[src/rtl/dor_cfg.svh]
// Register offsets, reset values and timing constants of the digital output router
`ifndef DOR_CFG_SVH
`define DOR_CFG_SVH
`define DOR_OFF_POLARITY   12'h008
`define DOR_OFF_MANUAL     12'h00c
`define DOR_OFF_FORCED     12'h010
`define DOR_OFF_APPLIED    12'h014
`define DOR_OFF_ROUTE_EN   12'h020
`define DOR_OFF_COMMAND    12'h040
`define DOR_OFF_FEEDBACK   12'h044
`define DOR_OFF_ROUTE0     12'h080
`define DOR_RST_WORD       32'h0000_0000
`define DOR_RST_ROUTE      16'h0000
`define DOR_SRC_LSB        8
`define DOR_SEL_INV_BIT    7
`define DOR_SEL_IDX_MSB    4
`define DOR_OUT_BASE_BIT   16
`define DOR_BRAKE_BIT      0
`define DOR_CLK_HZ         250000000
`define DOR_PWM_MAX_HZ     2000
`define DOR_PIN_MAX_HZ     500
`define DOR_PWM_MIN_CYC    ((`DOR_CLK_HZ + 2*`DOR_PWM_MAX_HZ - 1) / (2*`DOR_PWM_MAX_HZ))
`define DOR_PIN_MIN_CYC    ((`DOR_CLK_HZ + 2*`DOR_PIN_MAX_HZ - 1) / (2*`DOR_PIN_MAX_HZ))
`endif

[src/rtl/dor_pkg.sv]
// Types shared by the digital output router
package dor_pkg;
    typedef enum logic [7:0] {
        DOR_SRC_ONE     = 8'h00,
        DOR_SRC_ZERO    = 8'h01,
        DOR_SRC_ENC_D1  = 8'h02,
        DOR_SRC_ENC_D64 = 8'h08,
        DOR_SRC_POS_D1  = 8'h09,
        DOR_SRC_POS_D64 = 8'h0f,
        DOR_SRC_PWM     = 8'h10,
        DOR_SRC_PWM_N   = 8'h11
    } dor_src_t;
    typedef struct packed {
        logic [15:0] src_sel;
        logic [7:0]  ctl_sel;
    } dor_route_t;
    typedef struct packed {
        logic enc_step;
        logic pos_step;
        logic brake_pwm;
        logic use_encoder;
    } dor_sig_t;
    typedef struct packed {
        logic [17:0] cnt;
        logic        lvl;
    } dor_limit_t;
endpackage

[src/rtl/dor_pulse_div.sv]
// Divides increment pulses by 1..64 into a toggling square signal
`timescale 1ns/100ps
`default_nettype none
module dor_pulse_div
    import dor_pkg::*;
(
    input  wire logic       pclk,
    input  wire logic       presetn,
    input  wire logic       step,
    output logic      [6:0] taps
);
    typedef struct packed {
        logic [5:0] cnt;
        logic       t1;
    } dor_div_t;
    dor_div_t st_reg, st_next;
    always_comb begin
        st_next = st_reg;
        if (step) begin
            st_next.t1  = ~st_reg.t1;
            // t1 is the lowest counter bit, so cnt only carries above it
            st_next.cnt = st_reg.cnt + {5'h00, st_reg.t1};
        end
    end
    always_ff @(posedge pclk or negedge presetn) begin
        if (!presetn) begin
            st_reg <= '0;
        end else begin
            st_reg <= st_next;
        end
    end
    // Divider 1 toggles each step, so every step shows as one edge
    assign taps = {st_reg.cnt, st_reg.t1};
endmodule
`default_nettype wire

[src/rtl/dor_rate_limit.sv]
// Holds each level for a least number of cycles to bound output frequency
`timescale 1ns/100ps
`default_nettype none
module dor_rate_limit
    import dor_pkg::*;
#(
    // Wide enough for a 500 Hz hold at the full clock rate
    parameter logic [17:0] MIN_CYC = 18'h0_0001
) (
    input  wire logic pclk,
    input  wire logic presetn,
    input  wire logic din,
    output logic      dout
);
    dor_limit_t st_reg, st_next;
    always_comb begin
        st_next = st_reg;
        if (st_reg.cnt != 18'h0_0000) begin
            st_next.cnt = st_reg.cnt - 18'h0_0001;
        end else if (din != st_reg.lvl) begin
            st_next.lvl = din;
            st_next.cnt = MIN_CYC - 18'h0_0001;
        end
    end
    always_ff @(posedge pclk or negedge presetn) begin
        if (!presetn) begin
            st_reg <= '0;
        end else begin
            st_reg <= st_next;
        end
    end
    assign dout = st_reg.lvl;
endmodule
`default_nettype wire

[src/rtl/dor_top.sv]
// Digital output stage: polarity, manual override, routing and APB registers
//
// The placing of the registers and the APB register port were decided locally.
`include "dor_cfg.svh"
`timescale 1ns/100ps
`default_nettype none
// Contract
// - Each mask bit affects only the output at the same position.
// - Polarity bit set makes command 1 drive the output low.
// - Manual bit set drives the output from forced mask, brake included.
// - Forced mask gives the level for each manually controlled output.
// - A readable copy of the applied output bits is kept.
// - Writing 1 to routing enable enters routing mode.
// - In routing mode polarity, manual and forced masks have no effect.
// - Route word is 16 bits: high byte source, low byte control bit.
// - Selected command bit gates the routed source onto the output.
// - Route word bit 7 inverts gating so command 0 enables.
// - Route word 0 is software PWM, words 1 to 4 outputs 1 to 4.
// - Source 00 is constant 1, source 01 constant 0.
// - Sources 02 to 08 give encoder steps divided by 1 to 64.
// - Sources 09 to 0F give position steps divided by 1 to 64.
// - Source 10 is brake PWM, source 11 its inverse.
// - Software PWM output up to 2 kHz, other outputs up to 500 Hz; only the routed slots are limited, not the brake or normal mode.
// - With divider 1 every single increment gives one pulse.
// - Encoder source produces pulses only with a real encoder.
// - Output n follows command bit 15+n; low 16 bits are special.
// - Command bit 0 controls the brake output.
module dor_top
    import dor_pkg::*;
(
    input  wire logic        pclk,
    input  wire logic        presetn,
    input  wire logic        psel,
    input  wire logic        penable,
    input  wire logic        pwrite,
    input  wire logic [11:0] paddr,
    input  wire logic [31:0] pwdata,
    output logic      [31:0] prdata,
    output logic             pready,
    output logic             pslverr,
    input  wire dor_sig_t    sig_in,
    input  wire logic [3:0]  out_pin_in,
    output logic      [3:0]  out_pin_out,
    output logic      [3:0]  out_pin_oe,
    output logic             brake_out,
    output logic             soft_pwm_out
);
    localparam int NRT = 5;
    typedef struct packed {
        logic [31:0]          polarity;
        logic [31:0]          manual;
        logic [31:0]          forced;
        logic [31:0]          applied;
        logic                 route_en;
        logic [31:0]          command;
        logic [NRT-1:0][15:0] route;
        logic [31:0]          rdata;
        logic                 err;
        logic                 ack;
    } dor_state_t;
    dor_state_t st_reg, st_next;

    logic      [6:0] enc_taps;
    logic      [6:0] pos_taps;
    wire logic [4:0] raw_lvl;
    wire logic [4:0] lim_lvl;

    // Extract one of seven divider taps from a 3-bit index (0 means divider 1)
    function automatic logic pick_tap(input logic [6:0] taps, input logic [2:0] idx);
        pick_tap = taps[idx];
    endfunction

    // Source mux shared by all five routed outputs
    function automatic logic route_src(input logic [7:0] src, input logic [6:0] et,
                                       input logic [6:0] pt, input logic pwm);
        logic v;
        v = 1'b0;
        if (src == DOR_SRC_ONE) begin
            v = 1'b1;
        end else if (src == DOR_SRC_ZERO) begin
            v = 1'b0;
        end else if (src >= DOR_SRC_ENC_D1 && src <= DOR_SRC_ENC_D64) begin
            v = pick_tap(et, 3'(src - DOR_SRC_ENC_D1));
        end else if (src >= DOR_SRC_POS_D1 && src <= DOR_SRC_POS_D64) begin
            v = pick_tap(pt, 3'(src - DOR_SRC_POS_D1));
        end else if (src == DOR_SRC_PWM) begin
            v = pwm;
        end else if (src == DOR_SRC_PWM_N) begin
            v = ~pwm;
        end
        route_src = v;
    endfunction

    // Gate by the selected command bit, optionally inverted
    function automatic logic route_gate(input logic [15:0] cfg, input logic [31:0] cmd);
        logic b;
        b = cmd[cfg[`DOR_SEL_IDX_MSB:0]];
        if (cfg[`DOR_SEL_INV_BIT]) begin
            b = ~b;
        end
        route_gate = b;
    endfunction

    // Encoder steps are suppressed on Hall feedback: Hall edges are too coarse
    dor_pulse_div u_enc_div (
        .pclk    (pclk),
        .presetn (presetn),
        .step    (sig_in.enc_step & sig_in.use_encoder),
        .taps    (enc_taps)
    );
    dor_pulse_div u_pos_div (
        .pclk    (pclk),
        .presetn (presetn),
        .step    (sig_in.pos_step),
        .taps    (pos_taps)
    );

    genvar gi;
    generate
        for (gi = 0; gi < NRT; gi++) begin : g_route
            assign raw_lvl[gi] = route_src(st_reg.route[gi][15:`DOR_SRC_LSB], enc_taps,
                                           pos_taps, sig_in.brake_pwm)
                                 & route_gate(st_reg.route[gi], st_reg.command);
            // Slot 0 is the software PWM with the faster limit
            dor_rate_limit #(
                .MIN_CYC (gi == 0 ? 18'(`DOR_PWM_MIN_CYC) : 18'(`DOR_PIN_MIN_CYC))
            ) u_lim (
                .pclk    (pclk),
                .presetn (presetn),
                .din     (raw_lvl[gi]),
                .dout    (lim_lvl[gi])
            );
        end
    endgenerate

    logic [31:0] norm_bits;
    logic [31:0] route_bits;
    logic [31:0] next_applied;
    logic        acc;
    logic        wr;
    logic        hit;
    logic [31:0] rd;

    always_comb begin
        // Bitwise ops keep every mask bit local to its own output
        norm_bits = (st_reg.manual & st_reg.forced)
                  | (~st_reg.manual & (st_reg.command ^ st_reg.polarity));
        route_bits = '0;
        route_bits[`DOR_OUT_BASE_BIT +: 4] = lim_lvl[4:1];
        // Masks are ignored while routing, so the brake takes its command bit directly
        route_bits[`DOR_BRAKE_BIT] = st_reg.command[`DOR_BRAKE_BIT];
        next_applied = st_reg.route_en ? route_bits : norm_bits;
    end

    assign acc = psel & penable;
    // A write lands only at the completion edge, where pready is sampled high
    assign wr  = acc & pwrite & st_reg.ack;

    always_comb begin
        hit = 1'b1;
        rd  = 32'h0000_0000;
        unique case (paddr)
            `DOR_OFF_POLARITY: rd = st_reg.polarity;
            `DOR_OFF_MANUAL:   rd = st_reg.manual;
            `DOR_OFF_FORCED:   rd = st_reg.forced;
            `DOR_OFF_APPLIED:  rd = st_reg.applied;
            `DOR_OFF_ROUTE_EN: rd = {31'h0000_0000, st_reg.route_en};
            `DOR_OFF_COMMAND:  rd = st_reg.command;
            `DOR_OFF_FEEDBACK: rd = {28'h000_0000, out_pin_in};
            default: begin
                hit = 1'b0;
                for (int ri = 0; ri < NRT; ri++) begin
                    if (paddr == 12'(`DOR_OFF_ROUTE0 + 4 * ri)) begin
                        hit = 1'b1;
                        rd  = {16'h0000, st_reg.route[ri]};
                    end
                end
            end
        endcase
    end

    always_comb begin
        st_next = st_reg;
        st_next.applied = next_applied;
        st_next.ack     = acc & ~st_reg.ack;
        if (acc) begin
            st_next.err   = ~hit;
            st_next.rdata = (hit && !pwrite) ? rd : 32'h0000_0000;
        end
        if (wr && hit) begin
            unique case (paddr)
                `DOR_OFF_POLARITY: st_next.polarity = pwdata;
                `DOR_OFF_MANUAL:   st_next.manual   = pwdata;
                `DOR_OFF_FORCED:   st_next.forced   = pwdata;
                `DOR_OFF_ROUTE_EN: st_next.route_en = pwdata[0];
                `DOR_OFF_COMMAND:  st_next.command  = pwdata;
                default: begin
                    for (int ri = 0; ri < NRT; ri++) begin
                        if (paddr == 12'(`DOR_OFF_ROUTE0 + 4 * ri)) begin
                            st_next.route[ri] = pwdata[15:0];
                        end
                    end
                end
            endcase
        end
    end

    always_ff @(posedge pclk or negedge presetn) begin
        if (!presetn) begin
            st_reg <= '0;
        end else begin
            st_reg <= st_next;
        end
    end

    // One wait state: data and error are registered at the access edge
    assign pready  = st_reg.ack;
    assign prdata  = st_reg.rdata;
    assign pslverr = st_reg.ack & st_reg.err;

    // Open drain: a high level releases the pin, a low level pulls it down
    assign out_pin_out  = 4'h0;
    assign out_pin_oe   = ~st_reg.applied[`DOR_OUT_BASE_BIT +: 4];
    assign brake_out    = st_reg.applied[`DOR_BRAKE_BIT];
    assign soft_pwm_out = st_reg.route_en & lim_lvl[0];
endmodule
`default_nettype wire

[config.mk]
export PLATFORM = sky130hd
export DESIGN_NAME = dor_top
export DESIGN_NICKNAME = d
export VERILOG_FILES = /design/src/rtl/dor_pkg.sv /design/src/rtl/dor_pulse_div.sv /design/src/rtl/dor_rate_limit.sv /design/src/rtl/dor_top.sv
export VERILOG_INCLUDE_DIRS = /design/src /design/src/rtl
export SDC_FILE = /design/constraint.sdc
export NUM_CORES = 1
export LEC_CHECK = 0
export BUFFER_PORTS_ARGS = -buffer_cell sky130_fd_sc_hd__buf_4
export CORE_MARGIN = 2
export CORE_UTILIZATION = 35
export CTS_CLUSTER_DIAMETER = 40
export DETAILED_ROUTE_END_ITERATION = 6
export SETUP_SLACK_MARGIN = 0.15
export SLEW_MARGIN = 10
export SYNTH_ARGS = -nofsm -noshare
export SYNTH_HDL_FRONTEND = slang
export SYNTH_HIERARCHICAL = 1
export SYNTH_SLANG_ARGS = --single-unit
[constraint.sdc]
create_clock -name pclk -period 6.3 [get_ports pclk]
set_input_delay 0.63 -clock pclk [delete_from_list [all_inputs] [get_ports pclk]]
set_output_delay 0.63 -clock pclk [all_outputs]
set_load 0.01 [all_outputs]
==> impl_results.md, run 1 <==
- PwrDens: 273 mW/mm^2
- Multiplexer area fraction after synthesis: 21.6%
- Largest register FFs: 240
- Compound-Gate Fraction of Synth Area: 8.94%
- Die width: 252 um
- Final worst-path cycle share: 60.4%
- Combinational power share: under 10%
- Via count: 15900
- Initial Utilization: roughly 35%
- Ys flop type: dfrtp_1
- GR Util All Layers: approximately 19%
- Leakage: 10.9 nW
- Commonest non-fill, non-tap cell in the layout: dfrtp_1
- Skew final: 39.1 ps
- Yosys synthesis warning count: 6
- Synthesis-stage register bit count: ~380
- GR peak layer: met2
- Area contributors post-synth: dfrtp_1 45%, mux2_2 12%, mux4_2 5.1%
- Hold WC Path Type: in2async
- GRT met1 Usage: 26.0%
- Number of global-route vias before repair: 16200
- Post-CTS Hold Buffers: 0
- Avg Cell Area, Syn: approximately 11 um^2
- Finished Core Util: 41.2%
- TritonCTS clock tree: built
- Synth Area in XOR/XNOR: 3.80%
- Placed standard-cell area: 0.0226 mm^2
- Fin cells: 2848
- Cell internal pwr: 0.00507 W
- Clock Tree Root: clkbuf_16
- Post-Syn Area: 0.0214 mm^2
- Worst Setup Start Kind: flip-flop
- CTS clk-pin slew, worst paths: 60 ps
- Mapped Cells: roughly 2000
- TritonRoute pass-1 iters: 7
- Area growth from synthesis to layout: 16.2%
- Final HPWL DP: 40700 um
- Sequential element share of the synthesized area: approximately 45%
- Share of cells above drive strength 1: 27.7%
- Crit-path max FO: 10
- Status: complete, no violations
- IO Pins: 101
- Async SR Flop Fraction: 100%
- Simple-Gate Fraction of Synth Area: 14.7%
- Critical Path RT: 6740 ps
- Number of max-cap violations: 0
- CP arrival: 4240 ps
- Routed wire per std cell: roughly 21 um
- DRC viols: 0
- Unique masters post-synth: 76
- Final Setup Violations: 0
- Final instance area: 0.0249 mm^2
- H-tree levels: 3
- Cell taking the most area after synthesis: dfrtp_1
- Seq pwr share: 40.2%
- Clk pwr share: 53.4%
- PortBufs: 96
- Pre-CTS WS: 2500 ps
- Final #Nets: 2102
- Post-Place Cells: 2724
- Vias per cell: 5.59
- Initial antenna violation count: 2
- Net Sw Power: 0.00175 W
- Met3 Resource Use GR: 3.37%
- Largest family of logic cells by synthesized area: multiplexers
- Met2 usage: 31.0%
- Final worst slack: 2500 ps
- Sw frac: 25.7%
- Global-route wire length before repair: around 95000 um
- Longest Clk Path Bufs: 3
- Max_slew headroom: a little over a fifth
- Reg-to-reg endpoint: g_route[4].u_lim/st_reg[3]
- Sequential Area: 0.00961 mm^2
- Initial DRC count: 1275
- Fillers: between 5000 and 6000
- Clk sinks: 384
- Max-slew violation count: 0
- ANT nets after route: 0
- CTS resizes: 0
- Hold Vio Cnt, Final: 0
- Post-synth EDFFs: 0
- R2r setup slk: 2500 ps
- TritonCTS buffer count: 67
- GP Congestion: 0.879
- RSZ-0062 raised after global routing: no
- Setup TNS: 0 ps
- Maximum VDD drop: 162 uV
- Adder-cell share of the synthesized area: 1.98%
- Die ar.: 0.0633 mm^2
- Fmax: between 200 and 300 MHz
- Die Y: 252 um
- Site Rows: 90
- Yosys top cell area share: 44.8%
- Commonest cells after routing, fill and taps aside: 384 x dfrtp_1, 221 x mux2_2, 167 x nand2_1, 159 x nor2_1, 116 x o21ai_0
- Worst Max-Slew Pin Slew: 1170 ps
- Multi-input combinational cell area: 0.0110 mm^2
- Worst Path Class, Setup: reg2reg
- Crit path capture type: flip-flop
- Worst R2R Start: st_reg[98]
- Core area: approximately 0.060 mm^2
- Setup bufs post-CTS: 0
- Total grt overflow: 0
- R2r worst-path depth: 10
- Drt total wl: slightly above 60000 um
- Min Tclk post-route: 3800 ps
- Pin count of the biggest net entering global routing: 148
- Worst-Skew Late Latency: 600 ps
[routing by layer]
| layer | up-vias | wire (um) |
|---|---|---|
| li1 | 7214 | - |
| met2 | 514 | 28800 |
| met1 | 8049 | 26400 |
| met4 | 2 | 2120 |
| met5 | - | 11 |
| met3 | 132 | 3840 |
[kinds of logic (layout without fill, tap and decap cells)]
group,count (synthesis),after routing
XOR/XNOR,93,93
AND/OR/NAND/NOR,589,589
multiplexers,369,369
AO/OA/AOI/OAI,310,310
adder cells (fa/ha/maj),34,34
flip-flops,384,384
buffers and inverters,180,281
other,1,6
[synthesized netlist by cell type (29+ instances only)]
master,count
a21oi_1,64
buf_2,36
buf_4,42
clkbuf_1,51
dfrtp_1,384
ha_1,34
inv_1,43
mux2_2,221
mux2i_1,81
mux4_2,49
nand2_1,169
nand2b_1,29
nor2_1,159
nor3_1,34
nor4_1,31
o21ai_0,116
xnor2_1,66
[final cells by class]
type / instances / share of cell area [%]
clock buffers: 85 / 7.65
clock inverters: 37 / 1.52
repair buffers: 116 / 3.57
multi-input cells: 1399 / 44.1
flip-flops and latches: 384 / 38.5
inverters: 43 / 0.647
well taps: 782 / 3.92
diodes: 2 / 0.0201
[power by group through the flow]
stage / combinational, W / clock, W / sequential [W]
floorplan: 0.000278 / 0 / 0.00271
CTS: 0.000441 / 0.00372 / 0.00274
global route: 0.000491 / 0.00384 / 0.00276
finish: 0.000434 / 0.00364 / 0.00274
detailed placement: 0.000441 / 0 / 0.00278
global placement: 0.000423 / 0 / 0.00277
[worst max path at each step]
stage,from,slack (ps),to,cells after the start
final,st_reg[98],2500,g_route[4].u_lim/st_reg[3],10
after global routing,st_reg[98],2200,g_route[4].u_lim/st_reg[3],10
after CTS,st_reg[98],2490,g_route[4].u_lim/st_reg[3],10
after detailed placement,st_reg[98],2500,g_route[4].u_lim/st_reg[3],10
after global placement,st_reg[98],2550,g_route[4].u_lim/st_reg[1],10
after floorplan,st_reg[98],3170,g_route[4].u_lim/st_reg[15],11
[worst max-delay path, cell delays in order (launching register included)]
cell and delay [ps]:
dfrtp_1 660, mux4_2 560, mux4_2 470, nor2b_1 140, nor3_1 320, xor2_1 140, nor4_1 510, xnor2_1 230
nand2_1 130, nor2_1 370, o21ai_0 130
[stage by stage]
stage	total power, W	hold WS [ps]
after global routing	0.00708	109
after CTS	0.00690	69.6
after floorplan	0.00299	334
final	0.00681	46.1
after global placement	0.00319	464
after detailed placement	0.00322	468
Power figures use the tool's default switching activity.
==> run 2, diff against run 1 <==
==> constraint.sdc (replaced) <==
create_clock -name pclk -period 3.86 [get_ports pclk]
set_input_delay 0.386 -clock pclk [delete_from_list [all_inputs] [get_ports pclk]]
set_output_delay 0.386 -clock pclk [all_outputs]
set_load 0.01 [all_outputs]
==> impl_results.md, run 2 (synthesized netlist as in run 1, its figures left out) <==
- Status: complete, no violations (unchanged)
- Site Rows: 90 (unchanged)
- IO Pins: 101 (unchanged)
- Setup TNS: 0 ps (unchanged)
- CTS clk-pin slew, worst paths: 50 ps (was 60 ps)
- TritonCTS buffer count: 72 (was 67)
- Commonest non-fill, non-tap cell in the layout: dfrtp_1 (unchanged)
- Die Y: 252 um (unchanged)
- Commonest cells after routing, fill and taps aside: 383 x dfrtp_1, 221 x mux2_2, 167 x nand2_1, 158 x nor2_1, 142 x buf_4 (was 384 x dfrtp_1, 221 x mux2_2, 167 x nand2_1, 159 x nor2_1, 116 x o21ai_0)
- Final worst-path cycle share: 89.7% (was 60.4%)
- Final #Nets: 2139 (was 2102)
- Min Tclk post-route: 3460 ps (was 3800 ps)
- Hold Vio Cnt, Final: 0 (unchanged)
- Initial antenna violation count: 1 (was 2)
- TritonRoute pass-1 iters: 5 (was 7)
- PortBufs: 96 (unchanged)
- Crit-path max FO: 13 (was 10)
- H-tree levels: 3 (unchanged)
- Total grt overflow: 0 (unchanged)
- Skew final: 24.0 ps (was 39.1 ps)
- Crit path capture type: flip-flop (unchanged)
- Drt total wl: 62000 um (was 61200 um)
- Largest register FFs: 240 (unchanged)
- Clk sinks: 384 (unchanged)
- GR Util All Layers: 19.6% (was 19.4%)
- ANT nets after route: 0 (unchanged)
- Worst R2R Start: st_reg[82] (was st_reg[98])
- Final HPWL DP: 42000 um (was 40700 um)
- Core area: 0.0605 mm^2 (unchanged)
- Longest Clk Path Bufs: 3 (unchanged)
- Max_slew headroom: 27.8% (was 21.8%)
- Worst Setup Start Kind: flip-flop (unchanged)
- Finished Core Util: 42.3% (was 41.2%)
- Crit path from: st_reg[82] (was st_reg[98])
- Worst Max-Slew Pin Slew: 1080 ps (was 1170 ps)
- R2r worst-path depth: 10 (unchanged)
- Worst Path Class, Setup: reg2reg (unchanged)
- Fmax: 289 MHz (was 263 MHz)
- Max-slew violation count: 0 (unchanged)
- Worst-Skew Late Latency: 620 ps (was 600 ps)
- Critical-path top delay cell: dfrtp_1 (unchanged)
- Share of cells above drive strength 1: 29.3% (was 27.7%)
- Most Frequent Cell on Critical Path: xnor2_1 (was mux4_2)
- TritonCTS clock tree: built (unchanged)
- CP peak stage delay: 840 ps (was 660 ps)
- Die width: 252 um (unchanged)
- CP arrival: 3930 ps (was 4240 ps)
- Critical Path, Cell by Cell: mux4_2 > mux2_2 > nand3b_1 > nand4_1 > xnor2_1 > a21oi_1 > xnor2_1 > nand2_1 > nor2_1 > o21ai_0 (was mux4_2 > mux4_2 > nor2b_1 > nor3_1 > xor2_1 > nor4_1 > xnor2_1 > nand2_1 > nor2_1 > o21ai_0)
- Pwr Total: 0.0120 W (was 0.00681 W)
- Hold Path Stages: 2
- Hold_sp: pwdata[29]
- Via count: 16000 (was 15900)
- RSZ-0062 raised after global routing: no (unchanged)
- Clock Tree Root: clkbuf_16 (unchanged)
- Number of max-cap violations: 0 (unchanged)
- Initial DRC count: 1207 (was 1275)
- DRC viols: 0 (unchanged)
- Die ar.: 0.0633 mm^2 (unchanged)
- Pin count of the biggest net entering global routing: 147 (was 148)
- PwrDens: 471 mW/mm^2 (was 273 mW/mm^2)
- Area growth from synthesis to layout: 19.1% (was 16.2%)
- Number of global-route vias before repair: 16200 (about the same)
- Leakage: 11.2 nW (was 10.9 nW)
- Initial Utilization: 35.5% (unchanged)
- GP Congestion: 0.903 (was 0.879)
- Critical Path RT: 4330 ps (was 6740 ps)
- Routed wire per std cell: 21.5 um (about the same)
- Maximum VDD drop: 282 uV (was 162 uV)
- Hold WC Path Type: in2reg (was in2async)
- Vias per cell: 5.55 (was 5.59)
- Final Setup Violations: 0 (unchanged)
- Global-route wire length before repair: 96400 um (was 95500 um)
-- run 2: final timing paths --
check | end | slack, ps
hold reg to reg | g_route[0].u_lim/st_reg[4] | 480
min in group asynchronous | prdata[4] | 290
hold / removal | st_reg[208] | 30
setup reg to reg | g_route[3].u_lim/st_reg[3] | 400
max in group asynchronous | prdata[31] | 2350
setup / recovery | g_route[3].u_lim/st_reg[3] | 400
-- run 2: timing repair --
item,in CTS,in global routing
hold buffers,2,0
buffers inserted,0,0
hold endpoints to repair,47,0
gates resized for setup,0,3
setup endpoints to repair,0,9
-- run 2: layer usage --
| metal | routed length [um] | part of all wire, % | GRT usage, % | vias to the layer above |
|---|---|---|---|---|
| li1 | - | - | - | 7283 |
| met1 | 27500 | 44 | 26.1 | 8157 |
| met2 | 29100 | 47 | 31.6 | 460 |
| met3 | 3380 | 5.4 | 3.35 | 123 |
| met4 | 2040 | 3.3 | 8.37 | 0 |
| met5 | 0 | 0 | 0 | - |
-- run 2: metrics by stage --
stage	setup slack, ps	hold WS, ps	instances	cell area (um^2)
after global routing	177	18.1	2887	25500
final	398	33.5	2888	25600
after floorplan	734	90.4	1963	21500
after CTS	259	0.0477	2887	25500
after global placement	327	330	2754	22900
after detailed placement	256	334	2754	22900
-- run 2: critical path: cells and delay by family (launching register included) --
family,cells,cell delay (ps)
AOI/OAI and AO/OA,2,580
and+or+nand+nor,4,660
muxes,2,860
xor gates and xnor gates,2,360
DFF,1,840
-- run 2: area by class of cell --
type,count,area (um^2)
flip-flops and latches,384,9610
fillers,5684,34900
multi-input cells,1399,11000
repair buffers,148,1160
inverters,43,161
well taps,782,978
clock buffers,78,1860
diodes,1,2.50
clock inverters,53,774
-- run 2: report_power, final --
group | leakage (nW) | internal (W) | total [W] | switching [W]
clock | 1.27 | 0.00441 | 0.00683 | 0.00242
combinational | 4.89 | 0.000338 | 0.000728 | 0.000390
sequential | 5.08 | 0.00418 | 0.00447 | 0.000285
total | 11.2 | 0.00893 | 0.0120 | 0.00310
==> run 3, diff against run 2 <==
--- a/config.mk
+++ b/config.mk
@@ -6,11 +6,12 @@
 export SDC_FILE = /design/constraint.sdc
 export NUM_CORES = 1
 export LEC_CHECK = 0
-export BUFFER_PORTS_ARGS = -buffer_cell sky130_fd_sc_hd__buf_4
+export BUFFER_PORTS_ARGS = -buffer_cell sky130_fd_sc_hd__buf_2
 export CORE_MARGIN = 2
-export CORE_UTILIZATION = 35
+export CORE_UTILIZATION = 50
 export CTS_CLUSTER_DIAMETER = 40
 export DETAILED_ROUTE_END_ITERATION = 6
+export PLACE_DENSITY = 0.67
 export SETUP_SLACK_MARGIN = 0.15
 export SLEW_MARGIN = 10
 export SYNTH_ARGS = -nofsm -noshare
==> constraint.sdc (replaced) <==
create_clock -name pclk -period 3.86 [get_ports pclk]
set_input_delay 0.193 -clock pclk [delete_from_list [all_inputs] [get_ports pclk]]
set_output_delay 0.193 -clock pclk [all_outputs]
set_load 0.01 [all_outputs]
==> impl_results.md, run 3 (synthesized netlist as in run 1, its figures left out) <==
- Final worst-path cycle share: 91.3% (was 89.7%)
- Share of cells above drive strength 1: 28.2% (was 29.3%)
- Skew final: 30.7 ps (was 24.0 ps)
- GR Util All Layers: 26.5% (was 19.6%)
- Final Setup Violations: 0 (unchanged)
- Via count: 16200 (was 16000)
- Max_slew headroom: 35.1% (was 27.8%)
- Hold Vio Cnt, Final: 0 (unchanged)
- ANT nets after route: 0 (unchanged)
- CTS clk-pin slew, worst paths: 50 ps (about the same)
- Pin count of the biggest net entering global routing: 117 (was 147)
- Critical Path RT: 4320 ps (was 4330 ps)
- Critical-path top delay cell: mux4_2 (was dfrtp_1)
- Worst Setup Start Kind: flip-flop (unchanged)
- Core area: 0.0421 mm^2 (was 0.0605 mm^2)
- Initial Utilization: 50.9% (was 35.5%)
- Site Rows: 75 (was 90)
- Initial DRC count: 1331 (was 1207)
- Worst Path Class, Setup: reg2reg (unchanged)
- CP arrival: 3980 ps (was 3930 ps)
- Setup bufs post-CTS: 0 (unchanged)
- Setup TNS: 0 ps (unchanged)
- IO Pins: 101 (unchanged)
- TritonRoute pass-1 iters: 5 (unchanged)
- Commonest cells after routing, fill and taps aside: 383 x dfrtp_1, 221 x mux2_2, 167 x nand2_1, 159 x nor2_1, 116 x o21ai_0 (was 383 x dfrtp_1, 221 x mux2_2, 167 x nand2_1, 158 x nor2_1, 142 x buf_4)
- Die ar.: 0.0446 mm^2 (was 0.0633 mm^2)
- Drt total wl: 58600 um (was 62000 um)
- TritonCTS clock tree: built (unchanged)
- Critical Path, Cell by Cell: mux4_2 > mux4_2 > nor2b_1 > nor3_2 > xor2_1 > nor4_1 > buf_4 > xnor2_1 > nand2_1 > nor2_1 > o21ai_0 (was mux4_2 > mux2_2 > nand3b_1 > nand4_1 > xnor2_1 > a21oi_1 > xnor2_1 > nand2_1 > nor2_1 > o21ai_0)
- Most Frequent Cell on Critical Path: mux4_2 (was xnor2_1)
- RSZ-0062 raised after global routing: no (unchanged)
- Final HPWL DP: 39400 um (was 42000 um)
- Hold WC Path Type: in2reg (unchanged)
- Worst-Skew Late Latency: 610 ps (was 620 ps)
- Global-route wire length before repair: 91700 um (was 96400 um)
- TritonCTS buffer count: 60 (was 72)
- Worst Max-Slew Pin Slew: 968 ps (was 1080 ps)
- Clock Tree Root: clkbuf_16 (unchanged)
- GP Congestion: 0.933 (was 0.903)
- PwrDens: 440 mW/mm^2 (was 471 mW/mm^2)
- H-tree levels: 2 (was 3)
- Largest register FFs: 240 (unchanged)
- DRC viols: 0 (unchanged)
- PortBufs: 96 (unchanged)
- Fmax: 284 MHz (was 289 MHz)
- Area growth from synthesis to layout: 16.0% (was 19.1%)
- Maximum VDD drop: 322 uV (was 282 uV)
- Die width: 211 um (was 252 um)
- Commonest non-fill, non-tap cell in the layout: dfrtp_1 (unchanged)
- Number of global-route vias before repair: 16100 (was 16200)
- Crit path capture type: flip-flop (unchanged)
- Max-slew violation count: 0 (unchanged)
- Total grt overflow: 0 (unchanged)
- Crit-path max FO: 10 (was 13)
- Final #Nets: 2159 (was 2139)
- Routed wire per std cell: 22.1 um (was 21.5 um)
- Die Y: 211 um (was 252 um)
- Leakage: 11.1 nW (was 11.2 nW)
- Pwr Total: 0.0109 W (was 0.0120 W)
- CP peak stage delay: 580 ps (was 840 ps)
- Vias per cell: 6.10 (was 5.55)
- Clk sinks: 384 (unchanged)
- Min Tclk post-route: 3520 ps (was 3460 ps)
- Number of max-cap violations: 0 (unchanged)
- Initial antenna violation count: 3 (was 1)
- Status: complete, no violations (unchanged)
- Longest Clk Path Bufs: 3 (unchanged)
[run 3: cell types whose count changed in the layout (fill, tap and decap cells not counted), sizes merged]
cell and delta:
dlygate4sd3 +30, diode +1, clkinvlp +1, buf +2
clkbuf -13, bufinv -2, clkinv -7
[run 3: metal layers]
metal | part of all wire, % | GRT usage, % | vias up
li1 | - | - | 7304
met1 | 44 | 36.3 | 8222
met2 | 47 | 42.4 | 575
met3 | 6.6 | 4.45 | 113
met4 | 2.8 | 9.83 | 2
met5 | 0.022 | 0 | -
[run 3: final timing paths]
path / from / end / slack [ps] / cells past startpoint
hold reg to reg: prdata[16] / prdata[16] / 470 / 2
setup reg to reg: st_reg[98] / g_route[4].u_lim/st_reg[3] / 340 / 11
setup / recovery: st_reg[98] / g_route[4].u_lim/st_reg[3] / 340 / 11
max in group asynchronous: presetn / st_reg[142] / 2570 / 3
hold / removal: out_pin_in[1] / prdata[1] / 40 / 5
min in group asynchronous: presetn / st_reg[87] / 270 / 2
[run 3: timing repair]
action / in CTS / in global routing
cloned: 0 / 0
gates resized for setup: 1 / 2
endpoints found under the hold margin: 274 / 0
setup endpoints to repair: 6 / 12
hold buffers: 32 / 0
[run 3: cell type report]
class                           count  area, um^2
Clock buffer                       65        1560
Clock inverter                     45         591
Multi-Input combinational cell   1399       11000
Fill cell                        3383       17300
Sequential cell                   384        9610
Inverter                           43         161
Antenna cell                        2        5.00
Tap cell                          539         674
Timing Repair Buffer              180        1270
[run 3: worst max-delay path: cells and delay by family, from the launching register on]
kind	cells	cell delay (ps)
compound gates	1	130
flops	1	560
mux	2	1050
buf+inv	1	190
xor+xnor	2	250
simple gates	5	1180
[run 3: through the flow]
| stage | instances | worst slack [ps] | hold slack, ps | util [%] | instance area (um^2) |
|---|---|---|---|---|---|
| after floorplan | 1963 | 734 | -103 | - | 21500 |
| after global placement | 2513 | 93.8 | 363 | 53.1 | 22400 |
| after detailed placement | 2513 | 33.5 | 371 | 53.1 | 22400 |
| after CTS | 2655 | 200 | 13.1 | 59.0 | 24900 |
| after global routing | 2657 | 168 | 43.1 | 59.0 | 24900 |
| final | 2657 | 335 | 35.8 | 59.0 | 24900 |
[run 3: power breakdown]
part | total (W) | switching [W] | leakage (nW) | internal (W)
registers | 0.00447 | 0.000284 | 5.08 | 0.00418
clock network | 0.00573 | 0.00209 | 1.04 | 0.00365
logic | 0.000742 | 0.000395 | 4.99 | 0.000347
